<file path="src/inc/pwm_gen_pkg.sv">
// Constants, types and helpers shared by the 10-bit PWM generator files
// Function
// RL1 - Two-bit mode: one-shot, auto-enable one-shot, repeat
// RL2 - Counter clock is system clock divided 1..128
// RL3 - Counter counts up, inverts output at match
// RL4 - One-shot restart edge clears counter, restarts generator
// RL5 - One-shot overflow sets flag, stops, clears enable
// RL6 - Auto-enable restart edge sets enable unless emergency
// RL7 - Software clears emergency flag before expecting restart
// RL8 - Repeat mode wraps counter at 3FF and restarts
// RL9 - Restart edge starts cycle now or after delay
// RL10 - Each stop pin selects shot or emergency stop
// RL11 - Shot stop holds idle level, next cycle uses B
// RL12 - Emergency stop pin edge stops the generator
// RL13 - Zero filter length bypasses filter, short edges rejected
// RL14 - Filter timer restarts at every new cycle
// RL15 - Duty values split as bits 9:8 and 7:0
// RL16 - Counter readable only, split high and low
// RL17 - Clock code 000 is /128, 111 is /1
// RL18 - Enable write starts; emergency clears enable at once
// RL19 - Four sticky event flags, cleared by writing zero
// RL20 - Disabled output sits at polarity level
// RL21 - Pins synchronised and falling edges detected first
package pwm_gen_pkg;

  // Register indices; byte address is four times the index
  localparam logic [12:0] IDX_IRQ_EN = 13'h103E;
  localparam logic [12:0] IDX_FLAGS = 13'h103F;
  localparam logic [12:0] IDX_DELAY = 13'h1066;
  localparam logic [12:0] IDX_FILTER = 13'h1067;
  localparam logic [12:0] IDX_CTL_LO = 13'h1078;
  localparam logic [12:0] IDX_CTL_HI = 13'h1079;
  localparam logic [12:0] IDX_DUTY_A_LO = 13'h107A;
  localparam logic [12:0] IDX_DUTY_A_HI = 13'h107B;
  localparam logic [12:0] IDX_DUTY_B_LO = 13'h107C;
  localparam logic [12:0] IDX_DUTY_B_HI = 13'h107D;
  localparam logic [12:0] IDX_COUNT_LO = 13'h107E;
  localparam logic [12:0] IDX_COUNT_HI = 13'h107F;

  // Reset values
  localparam logic [7:0] RST_FILTER = 8'h0F;
  localparam logic [9:0] RST_DUTY_A = 10'h3FF;
  localparam logic [9:0] RST_DUTY_B = 10'h000;

  // Control low fields
  localparam int POS_POL = 4;
  localparam int POS_MODE = 2;
  localparam int POS_TRG_EN = 1;
  localparam int POS_TRG_DLY = 0;
  // Control high fields
  localparam int POS_CNT_CLR = 1;
  localparam int POS_ENABLE = 0;
  // Flag and enable bit positions
  localparam int FLG_OVF = 3;
  localparam int FLG_EMG = 2;
  localparam int FLG_SHOT = 1;
  localparam int FLG_TRG = 0;

  // Mode and stop select codes, counter end values
  localparam logic [1:0] MODE_AUTO = 2'h1;
  localparam logic [1:0] STOP_SHOT = 2'h1;
  localparam logic [1:0] STOP_EMG = 2'h2;
  localparam logic [9:0] CNT_TOP = 10'h3FF;
  localparam logic [9:0] CNT_ZERO = 10'h000;

  // Engine states
  typedef enum logic [1:0] {ST_IDLE, ST_DELAY, ST_RUN} run_state_t;

  // Prescaler tick mask: code 0 waits 128 clocks, code 7 every clock
  function automatic logic [6:0] div_mask(input logic [2:0] sel);
    return 7'h7F >> sel;
  endfunction

endpackage

</file>
<file path="src/inc/edge_if.sv">
// Carrier between the pin conditioner and the generator core
`timescale 1ns/1ns
`default_nettype none
interface edge_if;
  logic restart_valid; // Filtered restart edge, one clock
  logic [2:0] stop_fall; // Stop pin falling edges, one clock each
  logic [7:0] filter_len; // Filter length in system clocks
  logic cycle_start; // New cycle began, clears filter timer
  modport cond (input filter_len, input cycle_start,
                output restart_valid, output stop_fall);
  modport core (output filter_len, output cycle_start,
                input restart_valid, input stop_fall);
endinterface
`default_nettype wire

</file>
<file path="src/rtl/pin_conditioner.sv">
// Synchroniser and edge detector for the external pins, noise filter for the restart pin
`timescale 1ns/1ns
`default_nettype none
module pin_conditioner
  import pwm_gen_pkg::*;
(
  input wire logic ref_clk_i,
  input wire logic rst_i,
  input wire logic restart_edge_input_i,
  input wire logic [2:0] stop_input_i,
  edge_if.cond link
);

  // Whole state of this module
  typedef struct packed {
    logic trg_s1; // First sync stage, read only by second
    logic trg_s2;
    logic trg_prev;
    logic [2:0] stp_s1;
    logic [2:0] stp_s2;
    logic [2:0] stp_prev;
    logic [2:0] stp_fall;
    logic armed; // Low level being timed
    logic [7:0] fcnt;
    logic valid;
  } cond_state_t;

  cond_state_t q;
  cond_state_t next_q;
  logic trg_fall;

  // Falling edge seen on synchronised copies only
  assign trg_fall = q.trg_prev & ~q.trg_s2; // see RL21

  // Next state
  always_comb
  begin
    next_q = q;
    next_q.trg_s1 = restart_edge_input_i; // see RL21
    next_q.trg_s2 = q.trg_s1;
    next_q.trg_prev = q.trg_s2;
    next_q.stp_s1 = stop_input_i;
    next_q.stp_s2 = q.stp_s1;
    next_q.stp_prev = q.stp_s2;
    next_q.stp_fall = q.stp_prev & ~q.stp_s2; // see RL21
    next_q.valid = 1'b0;
    // New cycle restarts the judging timer
    if (link.cycle_start)
    begin
      next_q.armed = 1'b0; // see RL14
      next_q.fcnt = 8'h00;
    end
    if (link.filter_len == 8'h00)
    begin
      // Filter bypassed, every edge counts
      next_q.valid = trg_fall; // see RL13
      next_q.armed = 1'b0;
    end
    else if (trg_fall)
    begin
      // Start timing the low level
      next_q.armed = 1'b1;
      next_q.fcnt = 8'h00;
    end
    else if (q.armed && !link.cycle_start)
    begin
      // A new cycle disarms the timer, so a late count cannot fire
      if (q.trg_s2)
        next_q.armed = 1'b0; // Pulse too short, rejected; see RL13
      else if (q.fcnt + 8'h01 == link.filter_len)
      begin
        next_q.valid = 1'b1;
        next_q.armed = 1'b0;
      end
      else
        next_q.fcnt = q.fcnt + 8'h01;
    end
  end

  // State register; pins idle high so sync stages reset high
  always_ff @(posedge ref_clk_i)
  begin
    if (rst_i)
    begin
      q <= '0;
      q.trg_s1 <= 1'b1;
      q.trg_s2 <= 1'b1;
      q.trg_prev <= 1'b1;
      q.stp_s1 <= 3'h7;
      q.stp_s2 <= 3'h7;
      q.stp_prev <= 3'h7;
    end
    else
      q <= next_q;
  end

  assign link.restart_valid = q.valid;
  assign link.stop_fall = q.stp_fall;
endmodule
`default_nettype wire

</file>
<file path="src/rtl/ten_bit_pwm.sv">
// Ten-bit triggered PWM generator with Avalon-MM register slave
//
// The Avalon-MM interface to the registers was decided locally.
`timescale 1ns/1ns
`default_nettype none
module ten_bit_pwm
  import pwm_gen_pkg::*;
(
  input wire logic ref_clk_i,
  input wire logic rst_i,
  input wire logic [14:0] avs_address_i,
  input wire logic avs_read_i,
  input wire logic avs_write_i,
  input wire logic [3:0] avs_byteenable_i,
  input wire logic [31:0] avs_writedata_i,
  output logic [31:0] avs_readdata_o,
  output logic avs_waitrequest_o,
  input wire logic restart_edge_input_i,
  input wire logic stop_input_0_i,
  input wire logic stop_input_1_i,
  input wire logic stop_input_2_i,
  output logic pulse_output_o
);

  // Whole state of the generator
  typedef struct packed {
    run_state_t st;
    logic [9:0] cnt; // Count value
    logic [9:0] duty_a; // Match value in use
    logic [9:0] duty_b; // Value taken after a shot stop
    logic [6:0] pre; // Free running prescaler
    logic [7:0] dly_cnt; // Remaining restart delay ticks
    logic [7:0] dly; // Restart delay value
    logic [7:0] nfil; // Glitch filter length
    logic [7:0] ctl_lo;
    logic [7:0] ctl_hi;
    logic [3:0] irq_en; // Per-event enables, stored only
    logic [3:0] flags; // Sticky event flags
    logic phase; // High before match, low after
    logic shot_hold; // Output held until cycle end
    logic out;
    logic ack; // Bus answer phase
    logic [7:0] rdata;
    logic nc; // New cycle pulse
  } gen_state_t;

  gen_state_t q;
  gen_state_t next_q;
  edge_if link ();

  // Decoded bus and control helpers
  logic [12:0] idx;
  logic wr_fire;
  logic tick;
  logic end_tick;
  logic repeat_mode;
  logic emg_ev;
  logic shot_ev;
  logic restart_ev;
  logic auto_ok;
  logic start_sw;
  logic [2:0] stop_fall;
  logic [7:0] rd;

  // Pin conditioning lives in its own module
  pin_conditioner u_cond (
    .ref_clk_i(ref_clk_i),
    .rst_i(rst_i),
    .restart_edge_input_i(restart_edge_input_i),
    .stop_input_i({stop_input_2_i, stop_input_1_i, stop_input_0_i}),
    .link(link.cond)
  );

  assign link.filter_len = q.nfil;
  assign link.cycle_start = q.nc;
  assign stop_fall = link.stop_fall;

  // Misaligned byte addresses fall into the unmapped space
  assign idx = (avs_address_i[1:0] == 2'h0) ? avs_address_i[14:2]
                                            : 13'h0000;
  // Write lands at the edge where waitrequest is low
  assign wr_fire = avs_write_i & q.ack & avs_byteenable_i[0];
  // First cycle of a request waits, second answers
  assign avs_waitrequest_o = (avs_read_i | avs_write_i) & ~q.ack;
  assign avs_readdata_o = {24'h000000, q.rdata};
  assign pulse_output_o = q.out;

  // Prescaler tick from the clock select code
  assign tick = (q.pre & div_mask(q.ctl_lo[7:5])) ==
                div_mask(q.ctl_lo[7:5]); // see RL2 see RL17
  assign end_tick = (q.st == ST_RUN) && tick && (q.cnt == CNT_TOP);
  assign repeat_mode = q.ctl_lo[POS_MODE + 1]; // see RL1

  // Stop pin events by their select fields
  always_comb
  begin
    emg_ev = 1'b0;
    shot_ev = 1'b0;
    for (int i = 0; i < 3; i++)
    begin
      if (stop_fall[i] && q.ctl_hi[2 * i + 2 +: 2] == STOP_EMG)
        emg_ev = 1'b1; // see RL10
      if (stop_fall[i] && q.ctl_hi[2 * i + 2 +: 2] == STOP_SHOT)
        shot_ev = 1'b1; // see RL10
    end
  end

  // Restart edge only counts with the restart function on
  assign restart_ev = link.restart_valid & q.ctl_lo[POS_TRG_EN];
  // Auto-enable is barred while the emergency flag stands
  assign auto_ok = (q.ctl_lo[POS_MODE +: 2] == MODE_AUTO) &&
                   !q.flags[FLG_EMG]; // see RL6 see RL7
  assign start_sw = wr_fire && (idx == IDX_CTL_HI) &&
                    avs_writedata_i[POS_ENABLE];

  // Read multiplexer, unmapped reads give zero
  always_comb
  begin
    rd = 8'h00;
    case (idx)
      IDX_IRQ_EN: rd = {4'h0, q.irq_en};
      IDX_FLAGS: rd = {4'h0, q.flags};
      IDX_DELAY: rd = q.dly;
      IDX_FILTER: rd = q.nfil;
      IDX_CTL_LO: rd = q.ctl_lo;
      IDX_CTL_HI: rd = q.ctl_hi;
      IDX_DUTY_A_LO: rd = q.duty_a[7:0]; // see RL15
      IDX_DUTY_A_HI: rd = {6'h00, q.duty_a[9:8]};
      IDX_DUTY_B_LO: rd = q.duty_b[7:0];
      IDX_DUTY_B_HI: rd = {6'h00, q.duty_b[9:8]};
      IDX_COUNT_LO: rd = q.cnt[7:0]; // see RL16
      IDX_COUNT_HI: rd = {6'h00, q.cnt[9:8]};
      default: rd = 8'h00;
    endcase
  end

  // Next state: bus writes first, hardware events after so they win, except a restart edge, dropped in the cycle of an enable write
  always_comb
  begin
    next_q = q;
    next_q.nc = 1'b0;
    next_q.pre = q.pre + 7'h01;
    next_q.ack = (avs_read_i | avs_write_i) & ~q.ack;
    if (avs_read_i && !q.ack)
      next_q.rdata = rd;

    // Register writes; count registers ignore writes
    if (wr_fire)
    begin
      case (idx)
        IDX_IRQ_EN: next_q.irq_en = avs_writedata_i[3:0];
        IDX_FLAGS: next_q.flags = q.flags & avs_writedata_i[3:0];
        IDX_DELAY: next_q.dly = avs_writedata_i[7:0];
        IDX_FILTER: next_q.nfil = avs_writedata_i[7:0];
        IDX_CTL_LO: next_q.ctl_lo = avs_writedata_i[7:0];
        IDX_CTL_HI: next_q.ctl_hi = avs_writedata_i[7:0];
        IDX_DUTY_A_LO: next_q.duty_a[7:0] = avs_writedata_i[7:0];
        IDX_DUTY_A_HI: next_q.duty_a[9:8] = avs_writedata_i[1:0];
        IDX_DUTY_B_LO: next_q.duty_b[7:0] = avs_writedata_i[7:0];
        IDX_DUTY_B_HI: next_q.duty_b[9:8] = avs_writedata_i[1:0];
        default: next_q.ctl_hi = next_q.ctl_hi;
      endcase
      // Counter clear bit acts once and reads back zero
      if (idx == IDX_CTL_HI && avs_writedata_i[POS_CNT_CLR])
        next_q.cnt = CNT_ZERO;
    end
    next_q.ctl_hi[POS_CNT_CLR] = 1'b0;

    // Writing one to enable clears the count and starts
    if (start_sw)
    begin
      next_q.st = ST_RUN; // see RL18
      next_q.cnt = CNT_ZERO;
      next_q.phase = 1'b1;
      next_q.shot_hold = 1'b0;
      next_q.nc = 1'b1;
    end
    else
    begin
      // Engine step on the prescaled clock
      case (q.st)
        ST_RUN:
        begin
          if (tick)
          begin
            // Match inverts the output
            if (q.cnt == q.duty_a)
              next_q.phase = ~q.phase; // see RL3
            if (q.cnt == CNT_TOP)
            begin
              // Cycle end takes B after a shot stop
              if (q.shot_hold)
              begin
                next_q.duty_a = q.duty_b; // see RL11
                next_q.shot_hold = 1'b0;
              end
              if (repeat_mode)
              begin
                next_q.cnt = CNT_ZERO; // see RL8
                next_q.phase = 1'b1;
                next_q.nc = 1'b1;
              end
              else
              begin
                next_q.flags[FLG_OVF] = 1'b1; // see RL5
                next_q.ctl_hi[POS_ENABLE] = 1'b0;
                next_q.st = ST_IDLE;
                next_q.phase = 1'b0;
              end
            end
            else
              next_q.cnt = q.cnt + 10'h001; // see RL3
          end
        end
        ST_DELAY:
        begin
          // Delay counted in prescaled ticks, output idle
          if (tick)
          begin
            if (q.dly_cnt == 8'h00)
            begin
              next_q.st = ST_RUN; // see RL9
              next_q.phase = 1'b1;
              next_q.nc = 1'b1;
            end
            else
              next_q.dly_cnt = q.dly_cnt - 8'h01;
          end
        end
        ST_IDLE:
          next_q.phase = 1'b0;
        default:
          next_q.st = ST_IDLE;
      endcase

      // Restart edge: clear and begin, now or after delay
      if (restart_ev && (q.st != ST_IDLE || auto_ok))
      begin
        next_q.flags[FLG_TRG] = 1'b1; // see RL19
        if (q.st == ST_IDLE)
          next_q.ctl_hi[POS_ENABLE] = 1'b1; // see RL6
        next_q.cnt = CNT_ZERO; // see RL4 see RL9
        next_q.nc = 1'b1;
        if (q.ctl_lo[POS_TRG_DLY])
        begin
          next_q.st = ST_DELAY; // see RL9
          next_q.dly_cnt = q.dly;
          next_q.phase = 1'b0;
        end
        else
        begin
          next_q.st = ST_RUN; // see RL4
          next_q.phase = 1'b1;
        end
      end
    end

    // Shot stop holds the output for the rest of the cycle
    if (shot_ev && next_q.st != ST_IDLE)
    begin
      next_q.shot_hold = 1'b1; // see RL11
      next_q.flags[FLG_SHOT] = 1'b1; // see RL19
    end

    // Emergency stop beats everything, enable drops at once
    if (emg_ev)
    begin
      next_q.ctl_hi[POS_ENABLE] = 1'b0; // see RL12 see RL18
      next_q.flags[FLG_EMG] = 1'b1; // see RL19
    end

    // Disabled generator parks in idle
    if (!next_q.ctl_hi[POS_ENABLE])
    begin
      next_q.st = ST_IDLE;
      next_q.phase = 1'b0;
      next_q.shot_hold = 1'b0;
    end

    // Output from flop: polarity level unless in the live phase
    next_q.out = next_q.ctl_lo[POS_POL] ^
                 (next_q.phase && !next_q.shot_hold &&
                  next_q.st == ST_RUN); // see RL20 see RL11
  end

  // State register
  always_ff @(posedge ref_clk_i)
  begin
    if (rst_i)
    begin
      q <= '0;
      q.st <= ST_IDLE;
      q.nfil <= RST_FILTER;
      q.duty_a <= RST_DUTY_A;
      q.duty_b <= RST_DUTY_B;
    end
    else
      q <= next_q;
  end

  // Checks next to the logic
  logic quiet; // No event can disturb the engine this cycle
  assign quiet = !restart_ev && !emg_ev && !start_sw && !shot_ev &&
                 !wr_fire;
endmodule
`default_nettype wire

</file>
<file path="config.mk">
export PLATFORM = sky130hd
export DESIGN_NAME = ten_bit_pwm
export DESIGN_NICKNAME = d
export VERILOG_FILES = /design/src/inc/pwm_gen_pkg.sv /design/src/inc/edge_if.sv /design/src/rtl/pin_conditioner.sv /design/src/rtl/ten_bit_pwm.sv
export SDC_FILE = /design/constraint.sdc
export NUM_CORES = 1
export LEC_CHECK = 0
export BUFFER_PORTS_ARGS = -buffer_cell sky130_fd_sc_hd__buf_2
export CAP_MARGIN = 10
export CORE_MARGIN = 3
export CORE_UTILIZATION = 55
export DETAILED_ROUTE_END_ITERATION = 7
export GPL_TIMING_DRIVEN = 1
export HOLD_SLACK_MARGIN = 0.02
export PLACE_DENSITY = 0.77
export SLEW_MARGIN = 20
export SYNTH_ARGS = -nofsm -noshare
export SYNTH_HDL_FRONTEND = slang
export SYNTH_SLANG_ARGS = --single-unit
</file>
<file path="constraint.sdc">
create_clock -name ref_clk_i -period 5.15 [get_ports ref_clk_i]
set_input_delay 0.515 -clock ref_clk_i [delete_from_list [all_inputs] [get_ports ref_clk_i]]
set_output_delay 0.515 -clock ref_clk_i [all_outputs]
set_load 0.02 [all_outputs]
</file>
---- Word-level counts from Yosys, hierarchy flattened ----
Cells that the tools add are included.
operators by class
  add/sub/neg operators ................... 4
  equal/unequal tests ..................... 26
  shifts and indexed selects .............. 1
  multiplexer cells ....................... 87
  bitwise logic cells ..................... 14
  reduce and logical (&&, ||, !) cells .... 42
operators by type and width
  kind                                            number
  == test 13 bit (second input constant)          12
  case mux 8 bit (12 select lines)                1
  2-to-1 mux 8 bit                                10
  2-to-1 mux 10 bit                               7
  2-to-1 mux 1 bit                                40
  2-to-1 mux 30 bit                               1
  2-to-1 mux 9 bit                                3
  2-to-1 mux 2 bit                                13
  2-to-1 mux 12 bit                               2
  2-to-1 mux 22 bit                               1
  2-to-1 mux 21 bit                               1
  2-to-1 mux 20 bit                               1
  AND reduction 2 bit                             9
  logical AND 1 bit                               16
  zero test 8 bit                                 2
  2-to-1 mux 13 bit                               1
  nonzero test 2 bit                              6
  adder 10 x 1 -> 10 bit (second input constant)  1
  == test 10 bit                                  1
  == test 10 bit (second input constant)          1
  == test 2 x 1 -> 1 bit (second input constant)  5
  == test 2 bit (second input constant)           5
  adder 8 x 1 -> 8 bit (second input constant)    1
  == test 8 bit                                   1
  other kinds (22)                                33
storage, ports and cells
  register bits ........................... 125
  output and inout bits ................... 34

---- Logic depth before layout (Yosys ltp) ----
Gate-level depths: netlist of run 1.
  depth in word-level cells ............... 20
  gate-level depth with buffers ........... 11
  gate-level depth less buffers ........... 9

---- Modules after synthesis ----
A second synthesis of run 1 with hierarchy kept.
unflattened totals
  cells, all modules ...................... 855
  area total of the unflattened synthesis .. 6940.4 µm²
by module, submodules not included
  module           times used  cells an instance  area an instance (µm²)
  ten_bit_pwm      1           685                5492.8
  pin_conditioner  1           170                1447.6

---- Worst setup path after synthesis of run 1 ----
OpenSTA, ideal clock, no wires.
  kind .................................... input-to-reg
  start point ............................. input port avs_address_i[11]
  end point ............................... register q[78] in the netlist's numbering
  library setup time ...................... 119 ps
  arrival ................................. 2421 ps
  data required time ...................... 5031 ps
  path slack .............................. 2609 ps
  stages .................................. 9
  buffers on the path ..................... 1
  path through ............................ or4b_1 -> and4bb_2 -> and4b_1 -> buf_4 -> and2_2 -> nor2_1 -> and3_1 -> a211oi_1 -> o21bai_1
between the ends
  longest elaborated chain between the ends .. 9
RTL lines
  item                   line                source
  from (decl)            ten_bit_pwm.sv:11   input wire logic [14:0] avs_address_i,
  2-to-1 mux 13 bit (*)  ten_bit_pwm.sv:79   assign idx = (avs_address_i[1:0] == 2'h0) ? avs_address_i[14:2]
  == test 13 bit         ten_bit_pwm.sv:150  case (idx)
  2-to-1 mux 8 bit       ten_bit_pwm.sv:150
  2-to-1 mux 30 bit      ten_bit_pwm.sv:148  if (wr_fire)
  2-to-1 mux 10 bit      ten_bit_pwm.sv:192  if (q.shot_hold)
  2-to-1 mux 10 bit      ten_bit_pwm.sv:189  if (q.cnt == CNT_TOP)
  2-to-1 mux 22 bit      ten_bit_pwm.sv:184  if (tick)
  2-to-1 mux 20 bit      ten_bit_pwm.sv:181  case (q.st)
  2-to-1 mux 10 bit (*)  ten_bit_pwm.sv:170  if (start_sw)
  to (signal assigned)   ten_bit_pwm.sv:298  q <= next_q;
  to (decl)              ten_bit_pwm.sv:47   gen_state_t q;
Mark *: on every way between the ends. The rest lies on a longest branch, timed or not.
A chain may end at the register's enable or synchronous reset.

---- Worst setup path in the final report of run 1 ----
  start point ............................. input port avs_address_i[1]
  end point ............................... register q, in the netlist pulse_output_o
between the ends
  longest elaborated chain between the ends .. 18
RTL lines
  item                            line                                    source
  zero test 2 bit (*)             ten_bit_pwm.sv:79
  2-to-1 mux 13 bit (*)           ten_bit_pwm.sv:79
  == test 13 bit                  ten_bit_pwm.sv:113, ten_bit_pwm.sv:150
  2-to-1 mux 8 bit                ten_bit_pwm.sv:150
  2-to-1 mux 21 bit               ten_bit_pwm.sv:148
  2-to-1 mux 1 bit                ten_bit_pwm.sv:197                      if (repeat_mode)
  2-to-1 mux 1 bit                ten_bit_pwm.sv:189
  2-to-1 mux 1 bit                ten_bit_pwm.sv:184
  2-to-1 mux 1 bit                ten_bit_pwm.sv:181
  2-to-1 mux 1 bit                ten_bit_pwm.sv:240                      if (q.st == ST_IDLE)
  2-to-1 mux 1 bit                ten_bit_pwm.sv:237                      if (restart_ev && (q.st != ST_IDLE || auto_ok))
  2-to-1 mux 1 bit                ten_bit_pwm.sv:170
  2-to-1 mux 1 bit                ten_bit_pwm.sv:266                      if (emg_ev)
  2-to-1 mux 2 bit                ten_bit_pwm.sv:273                      if (!next_q.ctl_hi[POS_ENABLE])
  zero test 1 bit                 ten_bit_pwm.sv:282                      (next_q.phase && !next_q.shot_hold &&
  logical AND 1 bit (2 in a row)  ten_bit_pwm.sv:282
  bitwise XOR 1 bit (*)           ten_bit_pwm.sv:281                      next_q.out = next_q.ctl_lo[POS_POL] ^
Mark *: on every way between the ends. The rest lies on a longest branch, timed or not. The select of a mux whose other input is x is not followed.

==> metrics, run 1 <==
PwrDens between 300 and 400 nW/um2; Syn Inst Count roughly 830; synth unique cells 75; hold depth 2; Yosys warning total 0; # clock sinks 124; Num CTS Buffers 17; vias in the first global route 5,727; DR iter-0 viols 710; asr flop ratio synth 0%; Crit Path Class in2reg; Post-CTS Hold Buffers 0; Clock Tree Buf Depth 2; Post-Layout Cell Count roughly 1,000; leakage 2.78 nW; area added between synthesis and finish 9.95%; clock root cell clkbuf_16; Cell Chain, Critical Path buf_2 -> or4b_1 -> nor2_4 -> and4b_1 -> nand2_2 -> a31oi_1 -> and3_1 -> nand4_1 -> mux2i_1; Inst Count DP 972; VDD IR max 0.255 mV; Worst Setup Slack, final 2070 ps; CTS tree built; CP max FO 16; Final HPWL DP around 13 mm; Synth Register Bits 124; max-slew violation count 0; fmax approximately 0.32 GHz; CP max stage cell and4b_1; port bufs 41; R2R depth 8; Site Rows 39; I/O pins 93; WL met2 8.26 mm; CP startpoint kind input pin; final worst hold slack 272 ps; initial antenna violation count 0; largest net degree at the start of global routing 64; Post-CTS Setup Bufs 0; Routed Antenna Nets 0; status completed; EDFF count, synth 0; WL final roughly 18 mm; Max Cap Viol 0; Diodes inserted 0; most frequent cells in the layout dfxtp_1, nand2_1, nor2_1; Util after Layout between 60% and 70%; Worst Skew 9.77 ps; width of the die 116 um; Skew-Pair Late Insertion Delay 430 ps; cts repair resizes 0; setup TNS 0 ps; GRT Residual Overflow 0; Initial Util a little under three fifths; met1 wire length 7.32 mm; gr usage total a little over a quarter; Synth area leaders dfxtp_1, nand2_1, a21oi_1; post-synthesis sequential area ratio 37.5%; die footprint 13,400 um2; post-synth top area share about 37%; dpl ws between 1500 and 2000 ps; Max-slew headroom between 20% and 30%; Worst Tran Pin Value 1060 ps; Clock transition at path regs 60 ps; share of cells above drive strength 1 roughly an eighth; synthesized cell area 6630 um2; Worst Hold Class in2reg; crit path time final 3080 ps; top routing layer in use met4; RD Place Congestion 0.970; total number of vias 6,245; Tcrit/Tclk final 59.9%; Routed wire per std cell 17.6 um; Worst EP required 5490 ps; commonest non-fill, non-tap cell in the layout dfxtp_1; cell accounting for the most synthesized area dfxtp_1; first-pass GRT wire length 28.5 mm; Routed met3 length 1.67 mm; core region area 11,600 um2; Slowest Stage Delay on Critical Path 660 ps; count of final hold-check violations 0; Avg Cell Area, Syn just under 8 um2; Die Y around 120 um; critical path arrival 3430 ps; final setup vio count 0; H-tree depth 4; Nets approximately 900; Top FF cell, synth dfxtp_1; drt drc 0; drt first pass iters 7; unrepaired setup endpoints after global routing no; Worst setup EP type flop; Vias/cell 6.22
critical path, delay by kind of cell:
family | cells | cell delay [ps]
buf+inv | 1 | 110
compound gates | 1 | 280
simple gates | 6 | 2280
mux | 1 | 230
worst paths after layout:
kind | startpoint | endpoint | slack [ps]
worst max-delay path | avs_address_i[1] | pulse_output_o | 2070
worst min-delay path | stop_input_1_i | u_cond.next_q[17] | 270
worst max register to register | q[61] | q[14] | 2200
worst min register to register | u_cond.next_q[18] | u_cond.next_q[15] | 400
state kept, by name, summed over array words and instances (netlist names):
signal and cells:
link.cycle_start 1, pulse_output_o 1, u_cond.link.restart_valid 1, link.filter_len 8, avs_readdata_o 8, u_cond.q 13, u_cond.next_q 8, q 81
u_cond.link.stop_fall 3
Yosys cell counts (4+ instances only):
cell type,n
dfxtp_1,124
nand2_1,107
nor2_1,96
a21oi_1,78
buf_4,36
o21ai_0,28
clkbuf_1,27
inv_1,24
nand3_1,24
mux2i_1,22
nor3_1,17
a22oi_1,16
and3_1,15
xor2_1,15
or2_2,14
o21bai_1,12
xnor2_1,11
nor4_1,10
ha_1,9
nand4_1,9
or3_1,9
nand3b_1,8
o211ai_1,8
a211o_1,6
a221oi_1,6
a31oi_1,6
nor2b_1,6
a211oi_1,5
a222oi_1,5
nand2b_1,5
o22ai_1,4
final cells by class:
| cell class | count | area (um2) |
|---|---|---|
| timing repair buffer | 43 | 223 |
| clock inverter | 14 | 135 |
| inverter | 24 | 90.1 |
| sequential | 124 | 2480 |
| clock buffer | 18 | 439 |
| fill | 1011 | 4330 |
| multi-input combinational | 638 | 3740 |
| tap | 143 | 179 |
per-stage QoR:
stage / total power, mW / instance area, um2
2_1_floorplan: 1.06 / 6710
3_3_place_gp: 1.07 / 6700
3_5_place_dp: 1.08 / 6700
4_1_cts: 2.22 / 7280
5_1_grt: 2.27 / 7290
6_report: 2.21 / 7290
where the power goes:
part,leakage (nW),total [mW],switching (mW),internal [mW]
registers,1.00,0.972,0.00530,0.967
clock network,0.270,1.16,0.472,0.684
logic,1.50,0.0864,0.0619,0.0245
total,2.78,2.21,0.539,1.67
routing by layer:
metal	vias to the layer above	global-route usage [%]
met2	341	42.3
met4	0	11.5
met3	47	6.21
li1	2935	-
met5	-	0
met1	2922	36.0
logic make-up after synthesis:
family                     synth area share (%)
and+or+nand+nor                            27.2
muxes                                      3.83
DFF                                        37.5
buffers and inverters                      7.53
xor gates and xnor gates                   3.44
other                                    0.0566
AOI/OAI and AO/OA                          18.8
adders and majority gates                  1.70
Note: power is estimated with default switching activity, not from simulation.
==> inputs of run 2 (changes only) <==
Clock period 5.15 ns to 2.91 ns, I/O delays scaled along.
==> run 2 against run 1 <==
Highest routed layer unchanged. Via count grew 2.0%. Register-to-register slack lost 2000 ps. Critical path depth is the same. Die area is the same. Utilization grew 1.3 points. Worst setup slack lost 1900 ps. Combinational power grew 82%. Final cell count grew 2.5%.
==> metrics, run 2 (synthesized netlist as in run 1, its figures left out) <==
first-pass GRT wire length 30.3 mm (+6.1%); area added between synthesis and finish 12.3%; unrepaired setup endpoints after global routing no; initial antenna violation count 0 (unchanged); Util after Layout 64.1% (+1.3 points); GRT Residual Overflow 0 (unchanged); Hold Path Origin stop_input_0_i; status completed; Post-Layout Inst Area 7440 um2 (+2.1%); Max-slew headroom 50.6% (+22 points); leakage 2.90 nW (+4.3%); port bufs 41 (unchanged); worst r2r src u_cond.q[2]; Cell Chain, Critical Path ha_2 -> nand3_1 -> or3b_2 -> a222oi_1 -> a31o_1 -> or2_4 -> nor3_4 -> or2b_1 -> o31ai_1; Largest register FFs 81 (unchanged); register area 2480 um2 (unchanged); H-tree depth 4 (unchanged); Tcrit/Tclk final 93.2%; Power Total 3.83 mW (+73%); share of cells above drive strength 1 15.5% (+2.3 points); Top reg by flops q; Reg2Reg Setup Slack 200 ps (-2000 ps); max-slew violation count 0 (unchanged); filler cell count 987 (-2.4%); width of the die 116 um (unchanged); Nets 941 (+2.7%); gr usage total 29.0% (+1.9 points); Routed wire per std cell 18.2 um (+3.3%); Worst EP required 3220 ps (-2270 ps); Critical Path Start u_cond.q[2]; Worst setup EP type flop; Placed Area 6890 um2 (+2.8%); WL final 18.7 mm (+5.9%); Critical Path End u_cond.q[6]; Site Rows 39 (unchanged); count of final hold-check violations 0 (unchanged); Die Y 116 um (unchanged); Final HPWL DP 13.2 mm (+5.0%); I/O pins 93 (unchanged); Max Cap Viol 0 (unchanged); core region area 11,600 um2 (unchanged); final setup vio count 0 (unchanged); Worst Tran Pin Value 741 ps (-315 ps); total number of vias 6,371 (+2.0%); RD Place Congestion 0.990 (+2.1%); Skew-Pair Late Insertion Delay 430 ps (about the same); fmax 0.369 GHz; commonest non-fill, non-tap cell in the layout dfxtp_1; drt drc 0 (unchanged); Slowest Stage Delay on Critical Path 520 ps (-140 ps); biggest regs q (81), u_cond.q (13); die footprint 13,400 um2 (unchanged); Initial Util 57.1% (unchanged); Clock Tree Buf Depth 2 (unchanged); worst r2r dst u_cond.q[6]; clock root cell clkbuf_16; Bufs and invs on worst path 0 (-1); CP max stage cell or3b_2; vias in the first global route 6,055 (+5.7%); Clock transition at path regs 60 ps (about the same); CP max FO 7 (-9); PwrDens 514 nW/um2 (+69%); Num CTS Buffers 17 (unchanged); Diodes inserted 0 (unchanged); crit path time final 2710 ps; cell depth of the worst setup path 9 (unchanged); # clock sinks 124 (unchanged); CP startpoint kind flop; Worst Hold Class in2reg; setup TNS 0 ps (unchanged); Worst Skew 7.34 ps (-2.43 ps); Top Family by Delay on Critical Path simple AND/OR/NAND/NOR gates; R2R depth 9 (+1); drt first pass iters 6 (-1); multi-input gate area in the final layout 3740 um2 (about the same); Crit Path Class reg2reg; DR iter-0 viols 839 (+18%); Routed Antenna Nets 0 (unchanged); Post-CTS Hold Buffers 0 (unchanged); CTS tree built; largest net degree at the start of global routing 53 (-17%); VDD IR max 0.518 mV (+100%); most frequent cells in the layout dfxtp_1, nand2_1, nor2_1; critical path arrival 3020 ps (-410 ps); Vias/cell 6.19 (-0.46%)
==> run 2: how the worst min path moves through the flow <==
stage	endpoint	slack [ps]	cells after the start
after floorplan	u_cond.next_q[13]	390	1
after global placement	u_cond.next_q[22]	390	1
after global routing	u_cond.next_q[16]	30	2
final	u_cond.next_q[16]	40	2
after detailed placement	u_cond.link.stop_fall[0]	400	2
after CTS	u_cond.next_q[16]	30	2
==> run 2: timing repair <==
action,CTS,global route
gates resized for setup,0,2
setup buffers,0,0
setup endpoints to repair,0,6
==> run 2: worst register-to-register path, delay by kind of cell, from the launching register on <==
kind                     cells  cell delay (ps)
adder cells (fa/ha/maj)      1              290
flip-flops                   1              400
AO/OA/AOI/OAI                3              690
AND/OR/NAND/NOR              5             1220
==> run 2: cell type report <==
class                      count  area share [%]
clock buffer                  21            6.19
clock inverter                11            1.16
sequential                   124            33.4
tap                          143            2.40
inverter                      24            1.21
multi-input combinational    638            50.2
timing repair buffer          68            5.48
==> run 2: per-stage QoR <==
stage	hold slack, ps	setup slack (ps)	cells
3_5_place_dp	401	139	997
6_report	40.7	197	1029
2_1_floorplan	389	459	856
5_1_grt	33.3	6.12	1029
4_1_cts	26.4	103	1029
3_3_place_gp	391	271	997
==> run 2: where the power goes <==
group | switching [mW] | leakage [nW] | internal [mW] | total (mW)
combinational | 0.111 | 1.63 | 0.0456 | 0.157
clock | 0.809 | 0.264 | 1.14 | 1.95
sequential | 0.00949 | 1.00 | 1.71 | 1.72
==> run 2: per-layer routing <==
| layer | up-vias | GRT usage (%) | wire (um) |
|---|---|---|---|
| met5 | - | 0 | 0 |
| met4 | 0 | 12.7 | 523 |
| met3 | 63 | 8.56 | 1600 |
| met2 | 355 | 45.8 | 8810 |
| met1 | 2980 | 36.8 | 7820 |
| li1 | 2973 | - | - |
==> inputs of run 3 (changes only) <==
Settings changed: CORE_ASPECT_RATIO set to 1.2.
==> run 3 against run 2 <==
Maximum frequency is 0.63% lower. Utilization is 0.30 points higher. Power is 3.3% higher. Count of clock-buffer cells in the layout is 4 lower. Worst setup slack worse by 17 ps. Die area hardly changed. Clock power is 7% higher. Global-route usage is 1.1 points lower. Final cell count is 1.6% higher. Final area is 0.99% higher. Via count is 1.6% lower.
==> metrics, run 3 (synthesized netlist as in run 1, its figures left out) <==
Post-CTS Hold Buffers 0 (unchanged); largest net degree at the start of global routing 62 (+17%); Max Cap Viol 0 (unchanged); Final HPWL DP 13.7 mm (+3.2%); most frequent cells in the layout dfxtp_1, nand2_1, nor2_1; commonest non-fill, non-tap cell in the layout dfxtp_1; Max-slew headroom 47.1% (-3.5 points); WL final 18.5 mm (-1.3%); I/O pins 93 (unchanged); CP startpoint kind flop; clock root cell clkbuf_16; width of the die 106 um (-8.3%); Routed wire per std cell 17.7 um (-2.8%); Worst EP required 3220 ps (about the same); Num CTS Buffers 17 (unchanged); Slowest Stage Delay on Critical Path 530 ps (about the same); Cell Chain, Critical Path nand4_2 -> or4_1 -> a222oi_1 -> a31o_1 -> or2_1 -> nor3_4 -> or2b_1 -> o31ai_1; Crit Path Class reg2reg; biggest regs q (81), u_cond.q (13); R2R depth 8 (-1); Largest register FFs 81 (unchanged); port bufs 41 (unchanged); crit path time final 2730 ps (+17.1 ps); RD Place Congestion 0.976 (-1.4%); Worst Hold Class in2reg; core region area 11,700 um2 (+0.53%); CP max FO 7 (unchanged); Nets 943 (+0.21%); Site Rows 43 (+10%); Initial Util 56.8% (-0.30 points); CP max stage cell or4_1; die footprint 13,400 um2 (about the same); cts repair resizes 0 (unchanged); Power Total 3.95 mW (+3.3%); Diodes inserted 0 (unchanged); GRT Residual Overflow 0 (unchanged); Worst Tran Pin Value 793 ps (+52.1 ps); initial antenna violation count 0 (unchanged); area added between synthesis and finish 13.4%; DR iter-0 viols 534 (-36%); Critical Path End u_cond.q[6]; count of final hold-check violations 0 (unchanged); Reg2Reg Setup Slack 180 ps (-20 ps); vias in the first global route 5,981 (-1.2%); leakage 2.93 nW (+1.3%); Routed Antenna Nets 0 (unchanged); Clock Tree Buf Depth 2 (unchanged); CTS tree built; Clock transition at path regs 60 ps (about the same); drt drc 0 (unchanged); drt first pass iters 5 (-1); worst r2r dst u_cond.q[6]; worst r2r src u_cond.q[4]; PwrDens 526 nW/um2 (+2.3%); dpl ws 243 ps (+103 ps); share of cells above drive strength 1 15.7% (+0.19 points); Vias/cell 6.00 (-3.1%); Worst Setup Slack, final 180 ps (-17.1 ps); H-tree depth 4 (unchanged); Critical Path Start u_cond.q[4]; Tcrit/Tclk final 93.8% (+0.59 points); final worst hold slack 48.2 ps (+7.50 ps); Die Y 126 um (+9.0%); # clock sinks 124 (unchanged); Worst Skew 9.39 ps (+2.05 ps); Post-CTS Setup Bufs 0 (unchanged); critical path arrival 3040 ps (+20 ps); gr usage total 27.9% (-1.1 points); Worst setup EP type flop; Top reg by flops q; VDD IR max 0.381 mV (-26%); status completed; final setup vio count 0 (unchanged); setup TNS 0 ps (unchanged); total number of vias 6,267 (-1.6%); first-pass GRT wire length 29.8 mm (-1.5%); Skew-Pair Late Insertion Delay 420 ps (about the same); max-slew violation count 0 (unchanged); unrepaired setup endpoints after global routing no; fmax 0.366 GHz (-0.63%)
==> run 3: cell types whose count changed in the layout (fill, tap and decap cells not counted), moves of 2 or more <==
cell,change
inv_6,+2
clkbuf_8,-2
clkbuf_1,-2
inv_8,+3
==> run 3: critical path: cells and delay by family, from the launching register on <==
kind            cells  cell delay [ps]
flops               1              480
simple gates        5             1290
compound gates      3              830
==> run 3: worst min path at each step <==
| stage | cells past startpoint | from | endpoint |
|---|---|---|---|
| detailed placement | 1 | u_cond.next_q[18] | u_cond.next_q[15] |
| floorplan | 1 | u_cond.next_q[16] | u_cond.next_q[13] |
| global placement | 1 | u_cond.next_q[23] | u_cond.next_q[22] |
| finish | 2 | restart_edge_input_i | u_cond.next_q[23] |
| global route | 2 | stop_input_2_i | u_cond.next_q[18] |
| CTS | 2 | restart_edge_input_i | u_cond.next_q[23] |
==> run 3: per-layer routing <==
layer | GRT usage [%] | wire (um) | share of wire, % | up-vias
met2 | 46.6 | 8900 | 48 | 289
met1 | 34.4 | 7450 | 40 | 2939
met3 | 5.48 | 1420 | 7.7 | 59
met4 | 13.2 | 750 | 4.1 | 0
met5 | 0 | 0 | 0 | -
li1 | - | - | - | 2980
==> run 3: where the power goes <==
part	leakage (nW)	switching [mW]	internal, mW	total (mW)
Clock	0.285	0.872	1.21	2.08
Sequential	1.00	0.00926	1.71	1.72
Combinational	1.65	0.109	0.0464	0.155
==> run 3: layout make-up <==
type	instances	area, um2
multi-input combinational	638	3730
sequential	124	2480
clock buffer	17	425
timing repair buffer	70	435
fill	1027	4160
inverter	24	90.1
clock inverter	15	155
tap	157	196
==> run 3: through the flow <==
| step | utilization (%) | cells | area [um2] |
|---|---|---|---|
| global route | 64.4 | 1045 | 7520 |
| global placement | 59.4 | 1013 | 6940 |
| CTS | 64.4 | 1045 | 7520 |
| finish | 64.4 | 1045 | 7520 |
| detailed placement | 59.4 | 1013 | 6940 |
| floorplan | - | 856 | 6710 |
